## src/logic/pcr_pkg.sv

```systemverilog
// Package: register map, field layout and reset values of the pin/power bank
package pcr_pkg;
   // ==========================================================
   // Register addresses on the control port
   localparam logic [15:0] PCR_ADDR_PIN_LOW  = 16'h0820;
   localparam logic [15:0] PCR_ADDR_PIN_HIGH = 16'h0821;
   localparam logic [15:0] PCR_ADDR_PWR      = 16'h0822;
   localparam logic [15:0] PCR_ADDR_AUX_EN   = 16'h0824;
   localparam logic [15:0] PCR_ADDR_OSC      = 16'h0826;
   localparam logic [15:0] PCR_ADDR_DAC_INIT = 16'h0827;

   // ==========================================================
   // Widths and counts
   localparam int PCR_ADDR_W     = 16;
   localparam int PCR_DATA_W     = 24;
   localparam int PCR_NUM_PINS   = 12;
   localparam int PCR_PINS_REG   = 6;
   localparam int PCR_CFG_W      = 4;
   localparam int PCR_AUX_CHANS  = 4;

   // ==========================================================
   // Field positions
   localparam int PCR_CFG_INV_BIT   = 3;
   localparam int PCR_SMOOTH_LSB    = 8;
   localparam int PCR_ADC_PD_BIT    = 7;
   localparam int PCR_VBUF_PD_BIT   = 6;
   localparam int PCR_VREF_PD_BIT   = 5;
   localparam int PCR_DAC0_PD_BIT   = 3;
   localparam int PCR_DAC3_PD_BIT   = 0;
   localparam int PCR_AUX_EN_BIT    = 15;
   localparam int PCR_OSC_PD_BIT    = 2;
   localparam int PCR_DAC_INIT_LSB  = 0;

   // ==========================================================
   // Pin channel map for the auxiliary converter
   localparam int PCR_AUX_PIN_CH0 = 9;
   localparam int PCR_AUX_PIN_CH1 = 2;
   localparam int PCR_AUX_PIN_CH2 = 3;
   localparam int PCR_AUX_PIN_CH3 = 8;

   // ==========================================================
   // Reset values
   localparam logic [23:0] PCR_RST_PIN  = 24'h000000;
   localparam logic [1:0]  PCR_RST_2B   = 2'h0;
   localparam logic [3:0]  PCR_RST_4B   = 4'h0;
   localparam logic        PCR_RST_BIT  = 1'b0;

   // ==========================================================
   // Field codes (low three bits; bit 3 is inversion)
   localparam logic [2:0] PCR_FN_GPI_DEB   = 3'h0;
   localparam logic [2:0] PCR_FN_GPI_RAW   = 3'h1;
   localparam logic [2:0] PCR_FN_GPO       = 3'h2;
   localparam logic [2:0] PCR_FN_OPEN_COLL = 3'h3;
   localparam logic [2:0] PCR_FN_SERIAL    = 3'h4;
   localparam logic [3:0] PCR_CODE_AUX     = 4'hf;

   // Smoothing select codes
   localparam logic [1:0] PCR_SM_HYST4  = 2'h0;
   localparam logic [1:0] PCR_SM_HYST5  = 2'h1;
   localparam logic [1:0] PCR_SM_BYPASS = 2'h2;
   localparam logic [1:0] PCR_SM_NO_LPF = 2'h3;

   // Pin function selection as decoded from one field
   typedef enum {
      PCR_PIN_GPI_DEB,
      PCR_PIN_GPI_RAW,
      PCR_PIN_GPO,
      PCR_PIN_OPEN_COLL,
      PCR_PIN_SERIAL,
      PCR_PIN_AUX,
      PCR_PIN_NONE
   } pcr_pin_fn_t;
endpackage

```

## src/logic/pcr_regs.sv

```systemverilog
// Pin function and converter power register bank
//
// What this block does
// - Two 24-bit pin registers, twelve 4-bit fields, one per pin.
// - Low register holds pins 0 to 5, pin 0 in bits 3:0.
// - High register holds pins 6 to 11, pin 6 in bits 3:0.
// - Field top bit inverts the pin signal in its function.
// - Pull-up on only for GPIO input or serial data input.
// - Codes 0 to 4: debounced in, raw in, out, open-collector, serial.
// - Codes 8 to 12: same five functions, inverted.
// - Code 15 routes pins 2, 3, 8 and 9 to the auxiliary converter; other pins get no function.
// - Smoothing: 4-bit hyst, 5-bit hyst, all bypassed, filter bypassed.
// - Power register: smoothing 9:8, ADC 7, buffer 6, ref 5, DACs 3:0.
// - Aux enable register bit 15 turns the converter on.
// - Oscillator register bit 2 powers the crystal oscillator down.
// - Aux channels: pin 9 ch0, pin 2 ch1, pin 3 ch2, pin 8 ch3.
// - Serial mode: pins 0-5 inputs, pins 6-11 outputs.
// - Low-pass filter active by default while converter enabled.
`timescale 1ns/1ps
module pcr_regs (
   // Clock and reset
   input  wire logic                              clk,
   input  wire logic                              rst,
   // Control port register access
   input  wire logic                              reg_wr,
   input  wire logic                              reg_rd,
   input  wire logic [pcr_pkg::PCR_ADDR_W-1:0]    reg_addr,
   input  wire logic [pcr_pkg::PCR_DATA_W-1:0]    reg_wdata,
   output logic      [pcr_pkg::PCR_DATA_W-1:0]    reg_rdata,
   output logic                                   reg_rvalid,
   // Per-pin function selection
   output logic      [pcr_pkg::PCR_NUM_PINS-1:0]  pin_gpi_debounced,
   output logic      [pcr_pkg::PCR_NUM_PINS-1:0]  pin_gpi_raw,
   output logic      [pcr_pkg::PCR_NUM_PINS-1:0]  pin_gpo,
   output logic      [pcr_pkg::PCR_NUM_PINS-1:0]  pin_open_collector,
   output logic      [pcr_pkg::PCR_NUM_PINS-1:0]  pin_serial_in,
   output logic      [pcr_pkg::PCR_NUM_PINS-1:0]  pin_serial_out,
   output logic      [pcr_pkg::PCR_NUM_PINS-1:0]  pin_aux_in,
   output logic      [pcr_pkg::PCR_NUM_PINS-1:0]  pin_invert,
   output logic      [pcr_pkg::PCR_NUM_PINS-1:0]  pin_pullup_en,
   // Auxiliary converter
   output logic      [pcr_pkg::PCR_AUX_CHANS-1:0] aux_channel_connect,
   output logic                                   aux_converter_enable,
   output logic      [1:0]                        aux_smoothing_select,
   output logic                                   aux_lpf_active,
   output logic                                   aux_hyst_active,
   output logic                                   aux_hyst_5bit,
   // Power control
   output logic                                   adc_power_down,
   output logic                                   vref_buffer_power_down,
   output logic                                   vref_power_down,
   output logic                                   dac0_power_down,
   output logic                                   dac1_power_down,
   output logic                                   dac2_power_down,
   output logic                                   dac3_power_down,
   output logic                                   oscillator_power_down,
   output logic      [1:0]                        dac_init_code
);
   import pcr_pkg::*;

   localparam int NP = PCR_NUM_PINS;

   // ==========================================================
   // Storage: only defined bits are held, reserved ones read zero
   logic [PCR_DATA_W-1:0] pin_low_q;
   logic [PCR_DATA_W-1:0] pin_high_q;
   logic [1:0]            smooth_q;
   logic [2:0]            ref_pd_q;
   logic [3:0]            dac_pd_q;
   logic                  aux_en_q;
   logic                  osc_pd_q;
   logic [1:0]            dac_init_q;

   always_ff @(posedge clk) begin
      if (rst) begin
         pin_low_q  <= PCR_RST_PIN;
         pin_high_q <= PCR_RST_PIN;
      end else if (reg_wr) begin
         if (reg_addr == PCR_ADDR_PIN_LOW)
            pin_low_q <= reg_wdata;
         if (reg_addr == PCR_ADDR_PIN_HIGH)
            pin_high_q <= reg_wdata;
      end
   end

   always_ff @(posedge clk) begin
      if (rst) begin
         smooth_q <= PCR_RST_2B;
         ref_pd_q <= 3'h0;
         dac_pd_q <= PCR_RST_4B;
      end else if (reg_wr && reg_addr == PCR_ADDR_PWR) begin
         smooth_q <= reg_wdata[PCR_SMOOTH_LSB +: 2];
         ref_pd_q <= reg_wdata[PCR_VREF_PD_BIT +: 3];
         dac_pd_q <= reg_wdata[PCR_DAC3_PD_BIT +: 4];
      end
   end

   always_ff @(posedge clk) begin
      if (rst) begin
         aux_en_q   <= PCR_RST_BIT;
         osc_pd_q   <= PCR_RST_BIT;
         dac_init_q <= PCR_RST_2B;
      end else if (reg_wr) begin
         if (reg_addr == PCR_ADDR_AUX_EN)
            aux_en_q <= reg_wdata[PCR_AUX_EN_BIT];
         if (reg_addr == PCR_ADDR_OSC)
            osc_pd_q <= reg_wdata[PCR_OSC_PD_BIT];
         // Reserved codes are stored as written; software owns that choice
         if (reg_addr == PCR_ADDR_DAC_INIT)
            dac_init_q <= reg_wdata[PCR_DAC_INIT_LSB +: 2];
      end
   end

   // ==========================================================
   // Read-back, one cycle after the strobe; unmapped reads give zero
   function automatic logic [PCR_DATA_W-1:0] read_mux(
      input logic [PCR_ADDR_W-1:0] a);
      logic [PCR_DATA_W-1:0] v;
      v = '0;
      case (a)
         PCR_ADDR_PIN_LOW:  v = pin_low_q;
         PCR_ADDR_PIN_HIGH: v = pin_high_q;
         PCR_ADDR_PWR: begin
            v[PCR_SMOOTH_LSB +: 2]  = smooth_q;
            v[PCR_VREF_PD_BIT +: 3] = ref_pd_q;
            v[PCR_DAC3_PD_BIT +: 4] = dac_pd_q;
         end
         PCR_ADDR_AUX_EN:   v[PCR_AUX_EN_BIT] = aux_en_q;
         PCR_ADDR_OSC:      v[PCR_OSC_PD_BIT] = osc_pd_q;
         PCR_ADDR_DAC_INIT: v[PCR_DAC_INIT_LSB +: 2] = dac_init_q;
         default:           v = '0;
      endcase
      return v;
   endfunction

   always_ff @(posedge clk) begin
      if (rst) begin
         reg_rdata  <= '0;
         reg_rvalid <= 1'b0;
      end else begin
         reg_rvalid <= reg_rd;
         if (reg_rd)
            reg_rdata <= read_mux(reg_addr);
      end
   end

   // ==========================================================
   // Per-pin decode; register N field sits at nibble (pin mod 6)
   logic [NP-1:0] dec_gpi_deb;
   logic [NP-1:0] dec_gpi_raw;
   logic [NP-1:0] dec_gpo;
   logic [NP-1:0] dec_oc;
   logic [NP-1:0] dec_sin;
   logic [NP-1:0] dec_sout;
   logic [NP-1:0] dec_aux;
   logic [NP-1:0] dec_inv;
   logic [NP-1:0] dec_pu;

   genvar gi;
   generate
      for (gi = 0; gi < NP; gi = gi + 1) begin : g_pin
         localparam int NIB = (gi % PCR_PINS_REG) * PCR_CFG_W;
         localparam bit AUXC = (gi == PCR_AUX_PIN_CH0) ||
                               (gi == PCR_AUX_PIN_CH1) ||
                               (gi == PCR_AUX_PIN_CH2) ||
                               (gi == PCR_AUX_PIN_CH3);
         logic [PCR_CFG_W-1:0] cfg;
         assign cfg = (gi < PCR_PINS_REG) ? pin_low_q[NIB +: PCR_CFG_W]
                                          : pin_high_q[NIB +: PCR_CFG_W];
         pcr_pin_decode #(
            .SERIAL_IS_INPUT (gi < PCR_PINS_REG),
            .AUX_CAPABLE     (AUXC)
         ) u_dec (
            .multipurpose_pin_cfg (cfg),
            .sel_gpi_deb          (dec_gpi_deb[gi]),
            .sel_gpi_raw          (dec_gpi_raw[gi]),
            .sel_gpo              (dec_gpo[gi]),
            .sel_open_coll        (dec_oc[gi]),
            .sel_serial_in        (dec_sin[gi]),
            .sel_serial_out       (dec_sout[gi]),
            .sel_aux              (dec_aux[gi]),
            .invert               (dec_inv[gi]),
            .pullup_en            (dec_pu[gi])
         );
      end
   endgenerate

   // ==========================================================
   // Registered outputs; they follow a write by two cycles
   always_ff @(posedge clk) begin
      if (rst) begin
         pin_gpi_debounced  <= {NP{1'b1}};
         pin_gpi_raw        <= '0;
         pin_gpo            <= '0;
         pin_open_collector <= '0;
         pin_serial_in      <= '0;
         pin_serial_out     <= '0;
         pin_aux_in         <= '0;
         pin_invert         <= '0;
         pin_pullup_en      <= {NP{1'b1}};
      end else begin
         pin_gpi_debounced  <= dec_gpi_deb;
         pin_gpi_raw        <= dec_gpi_raw;
         pin_gpo            <= dec_gpo;
         pin_open_collector <= dec_oc;
         pin_serial_in      <= dec_sin;
         pin_serial_out     <= dec_sout;
         pin_aux_in         <= dec_aux;
         pin_invert         <= dec_inv;
         pin_pullup_en      <= dec_pu;
      end
   end

   always_ff @(posedge clk) begin
      if (rst) begin
         aux_channel_connect <= '0;
      end else begin
         aux_channel_connect <= {dec_aux[PCR_AUX_PIN_CH3],
                                 dec_aux[PCR_AUX_PIN_CH2],
                                 dec_aux[PCR_AUX_PIN_CH1],
                                 dec_aux[PCR_AUX_PIN_CH0]};
      end
   end

   always_ff @(posedge clk) begin
      if (rst) begin
         aux_converter_enable <= 1'b0;
         aux_smoothing_select <= PCR_RST_2B;
         aux_lpf_active       <= 1'b0;
         aux_hyst_active      <= 1'b0;
         aux_hyst_5bit        <= 1'b0;
      end else begin
         aux_converter_enable <= aux_en_q;
         aux_smoothing_select <= smooth_q;
         // Filter runs while the converter is enabled, unless one of the bypass codes is chosen
         aux_lpf_active <= aux_en_q && (smooth_q != PCR_SM_BYPASS) &&
                           (smooth_q != PCR_SM_NO_LPF);
         aux_hyst_active <= aux_en_q &&
                            (smooth_q != PCR_SM_BYPASS);
         aux_hyst_5bit   <= (smooth_q == PCR_SM_HYST5);
      end
   end

   always_ff @(posedge clk) begin
      if (rst) begin
         adc_power_down         <= 1'b0;
         vref_buffer_power_down <= 1'b0;
         vref_power_down        <= 1'b0;
         dac0_power_down        <= 1'b0;
         dac1_power_down        <= 1'b0;
         dac2_power_down        <= 1'b0;
         dac3_power_down        <= 1'b0;
         oscillator_power_down  <= 1'b0;
         dac_init_code          <= PCR_RST_2B;
      end else begin
         adc_power_down         <= ref_pd_q[2];
         vref_buffer_power_down <= ref_pd_q[1];
         vref_power_down        <= ref_pd_q[0];
         dac0_power_down        <= dac_pd_q[3];
         dac1_power_down        <= dac_pd_q[2];
         dac2_power_down        <= dac_pd_q[1];
         dac3_power_down        <= dac_pd_q[0];
         oscillator_power_down  <= osc_pd_q;
         dac_init_code          <= dac_init_q;
      end
   end
endmodule

```

## src/logic/pcr_pin_decode.sv

```systemverilog
// Decoder of one multipurpose pin configuration field
`timescale 1ns/1ps
module pcr_pin_decode #(
   parameter bit SERIAL_IS_INPUT = 1'b1,
   parameter bit AUX_CAPABLE     = 1'b0
) (
   // Field
   input  wire logic [pcr_pkg::PCR_CFG_W-1:0] multipurpose_pin_cfg,
   // Decoded selection
   output logic                               sel_gpi_deb,
   output logic                               sel_gpi_raw,
   output logic                               sel_gpo,
   output logic                               sel_open_coll,
   output logic                               sel_serial_in,
   output logic                               sel_serial_out,
   output logic                               sel_aux,
   output logic                               invert,
   output logic                               pullup_en
);
   import pcr_pkg::*;

   pcr_pin_fn_t fn;

   // ==========================================================
   // Function select
   always_comb begin
      if (multipurpose_pin_cfg == PCR_CODE_AUX) begin
         // Non-capable pins have no converter path at all
         fn = AUX_CAPABLE ? PCR_PIN_AUX : PCR_PIN_NONE;
      end else begin
         case (multipurpose_pin_cfg[2:0])
            PCR_FN_GPI_DEB:   fn = PCR_PIN_GPI_DEB;
            PCR_FN_GPI_RAW:   fn = PCR_PIN_GPI_RAW;
            PCR_FN_GPO:       fn = PCR_PIN_GPO;
            PCR_FN_OPEN_COLL: fn = PCR_PIN_OPEN_COLL;
            PCR_FN_SERIAL:    fn = PCR_PIN_SERIAL;
            default:          fn = PCR_PIN_NONE;
         endcase
      end
   end

   always_comb begin
      sel_gpi_deb    = (fn == PCR_PIN_GPI_DEB);
      sel_gpi_raw    = (fn == PCR_PIN_GPI_RAW);
      sel_gpo        = (fn == PCR_PIN_GPO);
      sel_open_coll  = (fn == PCR_PIN_OPEN_COLL);
      sel_serial_in  = (fn == PCR_PIN_SERIAL) && SERIAL_IS_INPUT;
      sel_serial_out = (fn == PCR_PIN_SERIAL) && !SERIAL_IS_INPUT;
      sel_aux        = (fn == PCR_PIN_AUX);
      // Analog and undefined codes never invert
      invert = multipurpose_pin_cfg[PCR_CFG_INV_BIT] &&
               (fn != PCR_PIN_AUX) && (fn != PCR_PIN_NONE);
      pullup_en = sel_gpi_deb || sel_gpi_raw || sel_serial_in;
   end
endmodule

```

## config.mk

```make
export PLATFORM = sky130hd
export DESIGN_NAME = pcr_regs
export DESIGN_NICKNAME = d
export VERILOG_FILES = /design/src/logic/pcr_pkg.sv /design/src/logic/pcr_regs.sv /design/src/logic/pcr_pin_decode.sv
export SDC_FILE = /design/constraint.sdc
export NUM_CORES = 1
export LEC_CHECK = 0
export BUFFER_PORTS_ARGS = -buffer_cell sky130_fd_sc_hd__clkbuf_2
export CAP_MARGIN = 20
export CORE_AREA = 2 2 167 169
export DETAILED_ROUTE_END_ITERATION = 7
export DIE_AREA = 0 0 169 171
export GPL_ROUTABILITY_DRIVEN = 0
export MAX_ROUTING_LAYER = met4
export PLACE_DENSITY = 0.55
export REMOVE_ABC_BUFFERS = 1
export SYNTH_ARGS = -nofsm -noshare
export SYNTH_HDL_FRONTEND = slang
export SYNTH_HIERARCHICAL = 1
export SYNTH_SLANG_ARGS = --single-unit
```

## constraint.sdc

```tcl
create_clock -name clk -period 3.85 [get_ports clk]
set_clock_uncertainty 0.2 [all_clocks]
set_input_delay 0.1925 -clock clk [delete_from_list [all_inputs] [get_ports clk]]
set_output_delay 0.1925 -clock clk [all_outputs]
set_load 0.02 [all_outputs]
```

After elaboration in Yosys (flattened, before gate mapping)
Index checks and enable logic that the tools add are counted.
{"block": "op_classes", "n_eq_ne": 153, "muxes": 32, "reduce_logical": 74}
{"cell": "$ne 32x4->1 const B", "count": 24}
{"cell": "$eq 32x4->1 const B", "count": 12}
{"cell": "$logic_not 32->1", "count": 12}
{"cell": "$pmux 3 s5", "count": 12}
{"cell": "$eq 3x2->1 const B", "count": 48}
{"cell": "$eq 16x12->1 const B", "count": 6}
{"cell": "$eq 3x1->1 const B", "count": 24}
{"cell": "$eq 3x3->1 const B", "count": 24}
{"cell": "$eq 4x4->1 const B", "count": 12}
{"cell": "$logic_not 3->1", "count": 12}
{"cell": "$mux 3", "count": 12}
{"cell": "$logic_and 1x1->1", "count": 27}
{"cell": "$logic_or 1x1->1", "count": 18}
{"cell": "$pmux 8 s2", "count": 1}
{"cell": "$pmux 5 s3", "count": 1}
{"cell": "$pmux 5 s2", "count": 1}
{"cell": "$reduce_and 2->1", "count": 5}
{"cell": "$pmux 2 s4", "count": 1}
{"cell": "$pmux 1 s3", "count": 2}
{"cell": "$ne 2x2->1 const B", "count": 2}
{"cell": "$pmux 1 s4", "count": 1}
{"cell": "$eq 2x1->1 const B", "count": 1}
{"cell": "$pmux 1 s2", "count": 1}
{"block": "totals", "regBits": 214, "in_bits": 44, "out_inout_bits": 153, "wordCells": 295}

Logic depth before layout (Yosys ltp)
{"block": "depth", "depth_word": 6, "mapped_depth": 7, "mapped_depth_nobuf": 5}

Hierarchy
The synthesis kept the hierarchy.
{"mod": "pcr_regs", "n_inst": 1, "cells_per_inst": 709, "area_per_inst_um2": 7131.8}
{"mod": "pcr_pin_decode at g_pin[0].u_dec ...", "n_inst": 4, "cells_per_inst": 11, "area_per_inst_um2": 72.6}
{"mod": "pcr_pin_decode at g_pin[10].u_dec ...", "n_inst": 4, "cells_per_inst": 11, "area_per_inst_um2": 71.3}
{"mod": "pcr_pin_decode at g_pin[2].u_dec ...", "n_inst": 2, "cells_per_inst": 11, "area_per_inst_um2": 75.1}
{"mod": "pcr_pin_decode at g_pin[8].u_dec ...", "n_inst": 2, "cells_per_inst": 13, "area_per_inst_um2": 67.6}

Worst setup path before layout
Ideal clock, no wire load.
{"block": "synth_timing", "path_type": "input port to flip-flop", "startpoint": "input reg_addr[13] (netlist name)", "endpoint": "register reg_rdata[3] (netlist name)", "setup_time_ns": 0.060, "arrival_time_ns": 1.947, "required_time_ns": 3.590, "path_slack_ns": 1.643, "cell_stages": 5, "path_buffers": 1, "path_cell_list": "or4_4 or4_4 buf_6 nor4_4 a22o_1"}
{"block": "synth_between", "elab_chain_len": 2}
{"item": "start: declaration", "line_no": "pcr_regs.sv:27", "rtl": "input wire logic [pcr_pkg::PCR_ADDR_W-1:0] reg_addr,"}
{"item": "$eq 16x12->1", "line_no": "pcr_regs.sv:120", "rtl": "case (a)"}
{"item": "$pmux 1 s3 *", "line_no": "pcr_regs.sv:120"}
{"item": "end signal: assignment", "line_no": "pcr_regs.sv:143", "rtl": "reg_rdata <= read_mux(reg_addr);"}
{"item": "end: declaration", "line_no": "pcr_regs.sv:29", "rtl": "output logic [pcr_pkg::PCR_DATA_W-1:0] reg_rdata,"}
Every way passes the cells marked *; elsewhere a longest branch is shown, timed or not.
A chain may end at the register's enable or synchronous reset.

Final worst setup path
{"block": "layout_timing", "startpoint": "input reg_addr[2] (netlist name)", "endpoint": "register pin_high_q[12]"}
{"block": "layout_between", "elab_chain_len": 2}
{"item": "$eq 16x12->1", "line_no": "pcr_regs.sv:81", "rtl": "if (reg_addr == PCR_ADDR_PIN_HIGH)"}
{"item": "$reduce_and 2->1 (no source line)"}
{"item": "end signal: assignment", "line_no": "pcr_regs.sv:82", "rtl": "pin_high_q <= reg_wdata;"}
{"item": "end: declaration", "line_no": "pcr_regs.sv:66", "rtl": "logic [PCR_DATA_W-1:0] pin_high_q;"}
Every way passes these cells.

==> summary.txt <==
status -> complete, no violations
clk sinks -> 210
P&R area growth vs syn -> 28.6%
Placement Rows -> 61
synth unique cells -> 47
cell count after synthesis -> 845
drt first pass iters -> 4
Fmax -> 0.366 GHz
GRT overflow -> 0
most frequent cell after synthesis -> dfxtp_1
crit share post-route -> 0.710
peak supply drop -> 255 µV
leakage power -> 4.21 nW
clock tree from TritonCTS -> built
io pins -> 197
hold path start -> reg_wr
r2r endpoint -> reg_rdata[15]
path depth of the worst reg2reg path -> 4
setup ws final -> 1120 ps
Worst-path clk slew -> 60 ps
mapped cell area -> 0.00799 mm²
synth warn -> 6
Filler Cells Inserted -> 2,800
GRT Total Usage -> 0.155
DIE HEIGHT -> 171 µm
Power Dens Cells -> 464 mW/mm²
cell taking the most area after synthesis -> dfxtp_1
Final setup violation count -> 0
vias in the first global route -> 6,070
CP Launch Type -> input port
setup TNS -> 0 ps
Post-synth top flop -> dfxtp_1
RSZ-0062 raised after global routing -> false
Worst setup EP type -> register
number of synthesized flops with an enable pin -> 0
Crit Path Class -> input port to register
DRC viols -> 0
hold depth -> 4
Slew Limit Fails -> 0
root buffer cell -> clkbuf_16
#FFs+latches synth -> 210
WP data required -> 4050 ps
largest cells by area after synthesis -> dfxtp_1 (53%), nor2b_1 (8.1%), nand4_1 (3.9%)
min cycle time layout -> 2730 ps
nets -> 1,074
layout cell share with drive strength beyond 1 -> 0.292
CTS max path bufs -> 3
Synth top cells by count -> dfxtp_1 (210), nor2b_1 (103), a21oi_1 (58), clkbuf_1 (58), o21ai_0 (57)
Core ar. -> 0.0273 mm²
initial antenna violation count -> 0
clk_lat worst skew -> 510 ps
Yosys top cell area share -> 0.526
HP Class -> input port to register
Critical Path AT -> 2930 ps
IO Port Bufs -> 196
DR iter-0 viols -> 432
Antenna Nets Post-Route -> 0
H-tree depth -> 1
Worst Tran Pin Value -> 1020 ps
first-pass GRT wire length -> 34,800 µm
CTS Buf Count -> 25
Slew HR -> 0.317
CP max FO -> 27
post-synthesis sequential area ratio -> 0.526
Async SR Flop Fraction -> 0
Diodes inserted -> 0
Vias/cell -> 4.73
Vias -> 6,589
DRT Wirelength -> 22,500 µm
Post-Syn Area per Cell -> 9.46 µm²
die footprint -> 0.0289 mm²
worst slack at placement -> 1060 ps
CTS resizes -> 0
largest net degree at the start of global routing -> 106
Die W -> 169 µm
Max Cap Viol -> 0
Hold EP -> dac_init_q[1]
Starting Density -> 0.293
final hold viol count -> 0
register-to-register setup slack -> 2060 ps
reg2reg start -> pin_low_q[15]
DPL Wire Length -> 14,200 µm
post-DR wirelength/cell -> 16.1 µm
## where the power goes
part	switching [mW]	internal, mW	leakage [nW]
sequential	0.00600	2.19	1.70
combinational	0.149	0.0728	2.10
clock	0.933	1.42	0.411
total	1.09	3.68	4.21
## timing repair
action / CTS / global route
setup buffers: 0 / 0
hold buffers: 29 / 0
endpoints found under the hold margin: 75 / 0
## layout make-up
cell class	count	area [µm²]	share of cell area
Clock buffer	31	698	0.0679
Clock inverter	13	130	0.0127
Inverter	8	30.0	0.00292
Multi-Input combinational cell	549	3410	0.332
Sequential cell	210	4200	0.409
Tap cell	346	433	0.0421
Timing Repair Buffer	236	1370	0.134
## worst max-delay path, cell delays in order
cell           delay (ps)
clkbuf_2              270
nor2b_4               610
nand2_1               780
o21ai_0               400
a21oi_1               100
dlygate4sd3_1         560
## how the worst max path moves through the flow
stage / from / cells after the start / slack, ps / to
final: reg_addr[2] / 6 / 1120 / pin_high_q[12]
after global placement: reg_addr[9] / 5 / 1060 / reg_rdata[6]
after floorplan: reg_addr[13] / 4 / 80 / aux_en_q
after global routing: reg_addr[2] / 6 / 930 / pin_high_q[12]
after detailed placement: reg_addr[9] / 5 / 1060 / reg_rdata[9]
after CTS: reg_addr[2] / 6 / 1140 / pin_high_q[12]
## registers in the layout, summed over array words and instances, names as in the netlist, 3 cells and up
register	cells
pin_high_q	24
ref_pd_q	3
pin_gpi_debounced	12
pin_pullup_en	12
dac_pd_q	4
pin_invert	12
pin_gpo	12
pin_gpi_raw	12
pin_open_collector	12
pin_serial_out	12
pin_aux_in	12
pin_serial_in	12
reg_rdata	24
pin_low_q	24
## through the flow
step	util	cells	hold WS [ps]	total power [mW]	area, µm²
2_1_floorplan	-	767	61.6	2.32	7600
3_3_place_gp	0.335	1320	252	2.45	9160
3_5_place_dp	0.335	1320	255	2.45	9160
4_1_cts	0.376	1393	3.65	4.84	10300
5_1_grt	0.376	1393	51.4	4.95	10300
6_report	0.376	1393	40.0	4.77	10300
## cell usage in the layout (no fill, tap or decap), types with 3 or more instances in the layout
master	Yosys	routed
o21ai_1	12	12
nand4_1	50	50
buf_4	24	10
conb_1	12	20
or2_2	24	24
dlygate4sd3_1	0	29
nand3_1	19	19
nor3b_1	34	34
and3b_2	10	10
nand2_1	27	27
a311oi_1	14	14
and2_1	15	15
a22o_1	8	8
mux2_2	8	8
clkinv_2	0	7
nor2_1	29	28
a21oi_1	58	58
nand2b_1	8	8
clkbuf_2	0	195
nor3_1	13	13
dfxtp_1	210	210
mux2i_1	12	12
clkbuf_16	0	25
nor4_4	1	3
o21ai_0	57	57
nor2b_1	103	101
clkbuf_8	0	5
inv_1	8	8
## logic make-up after synthesis
| logic type | count (synthesis) | share of synthesized area |
|---|---|---|
| buffers and inverters | 94 | 0.0565 |
| flip-flops | 210 | 0.526 |
| other | 12 | 0.00564 |
| AO/OA/AOI/OAI | 159 | 0.114 |
| AND/OR/NAND/NOR | 350 | 0.271 |
| multiplexers | 20 | 0.0263 |
## metal layers
metal / track usage / wire, µm / up-vias
li1: - / - / 3262
met1: 0.210 / 10800 / 3105
met2: 0.243 / 10200 / 187
met3: 0.0254 / 1120 / 35
met4: 0.0349 / 370 / 0
met5: - / 0 / -
No activity file was read; power rests on OpenSTA's default activity.
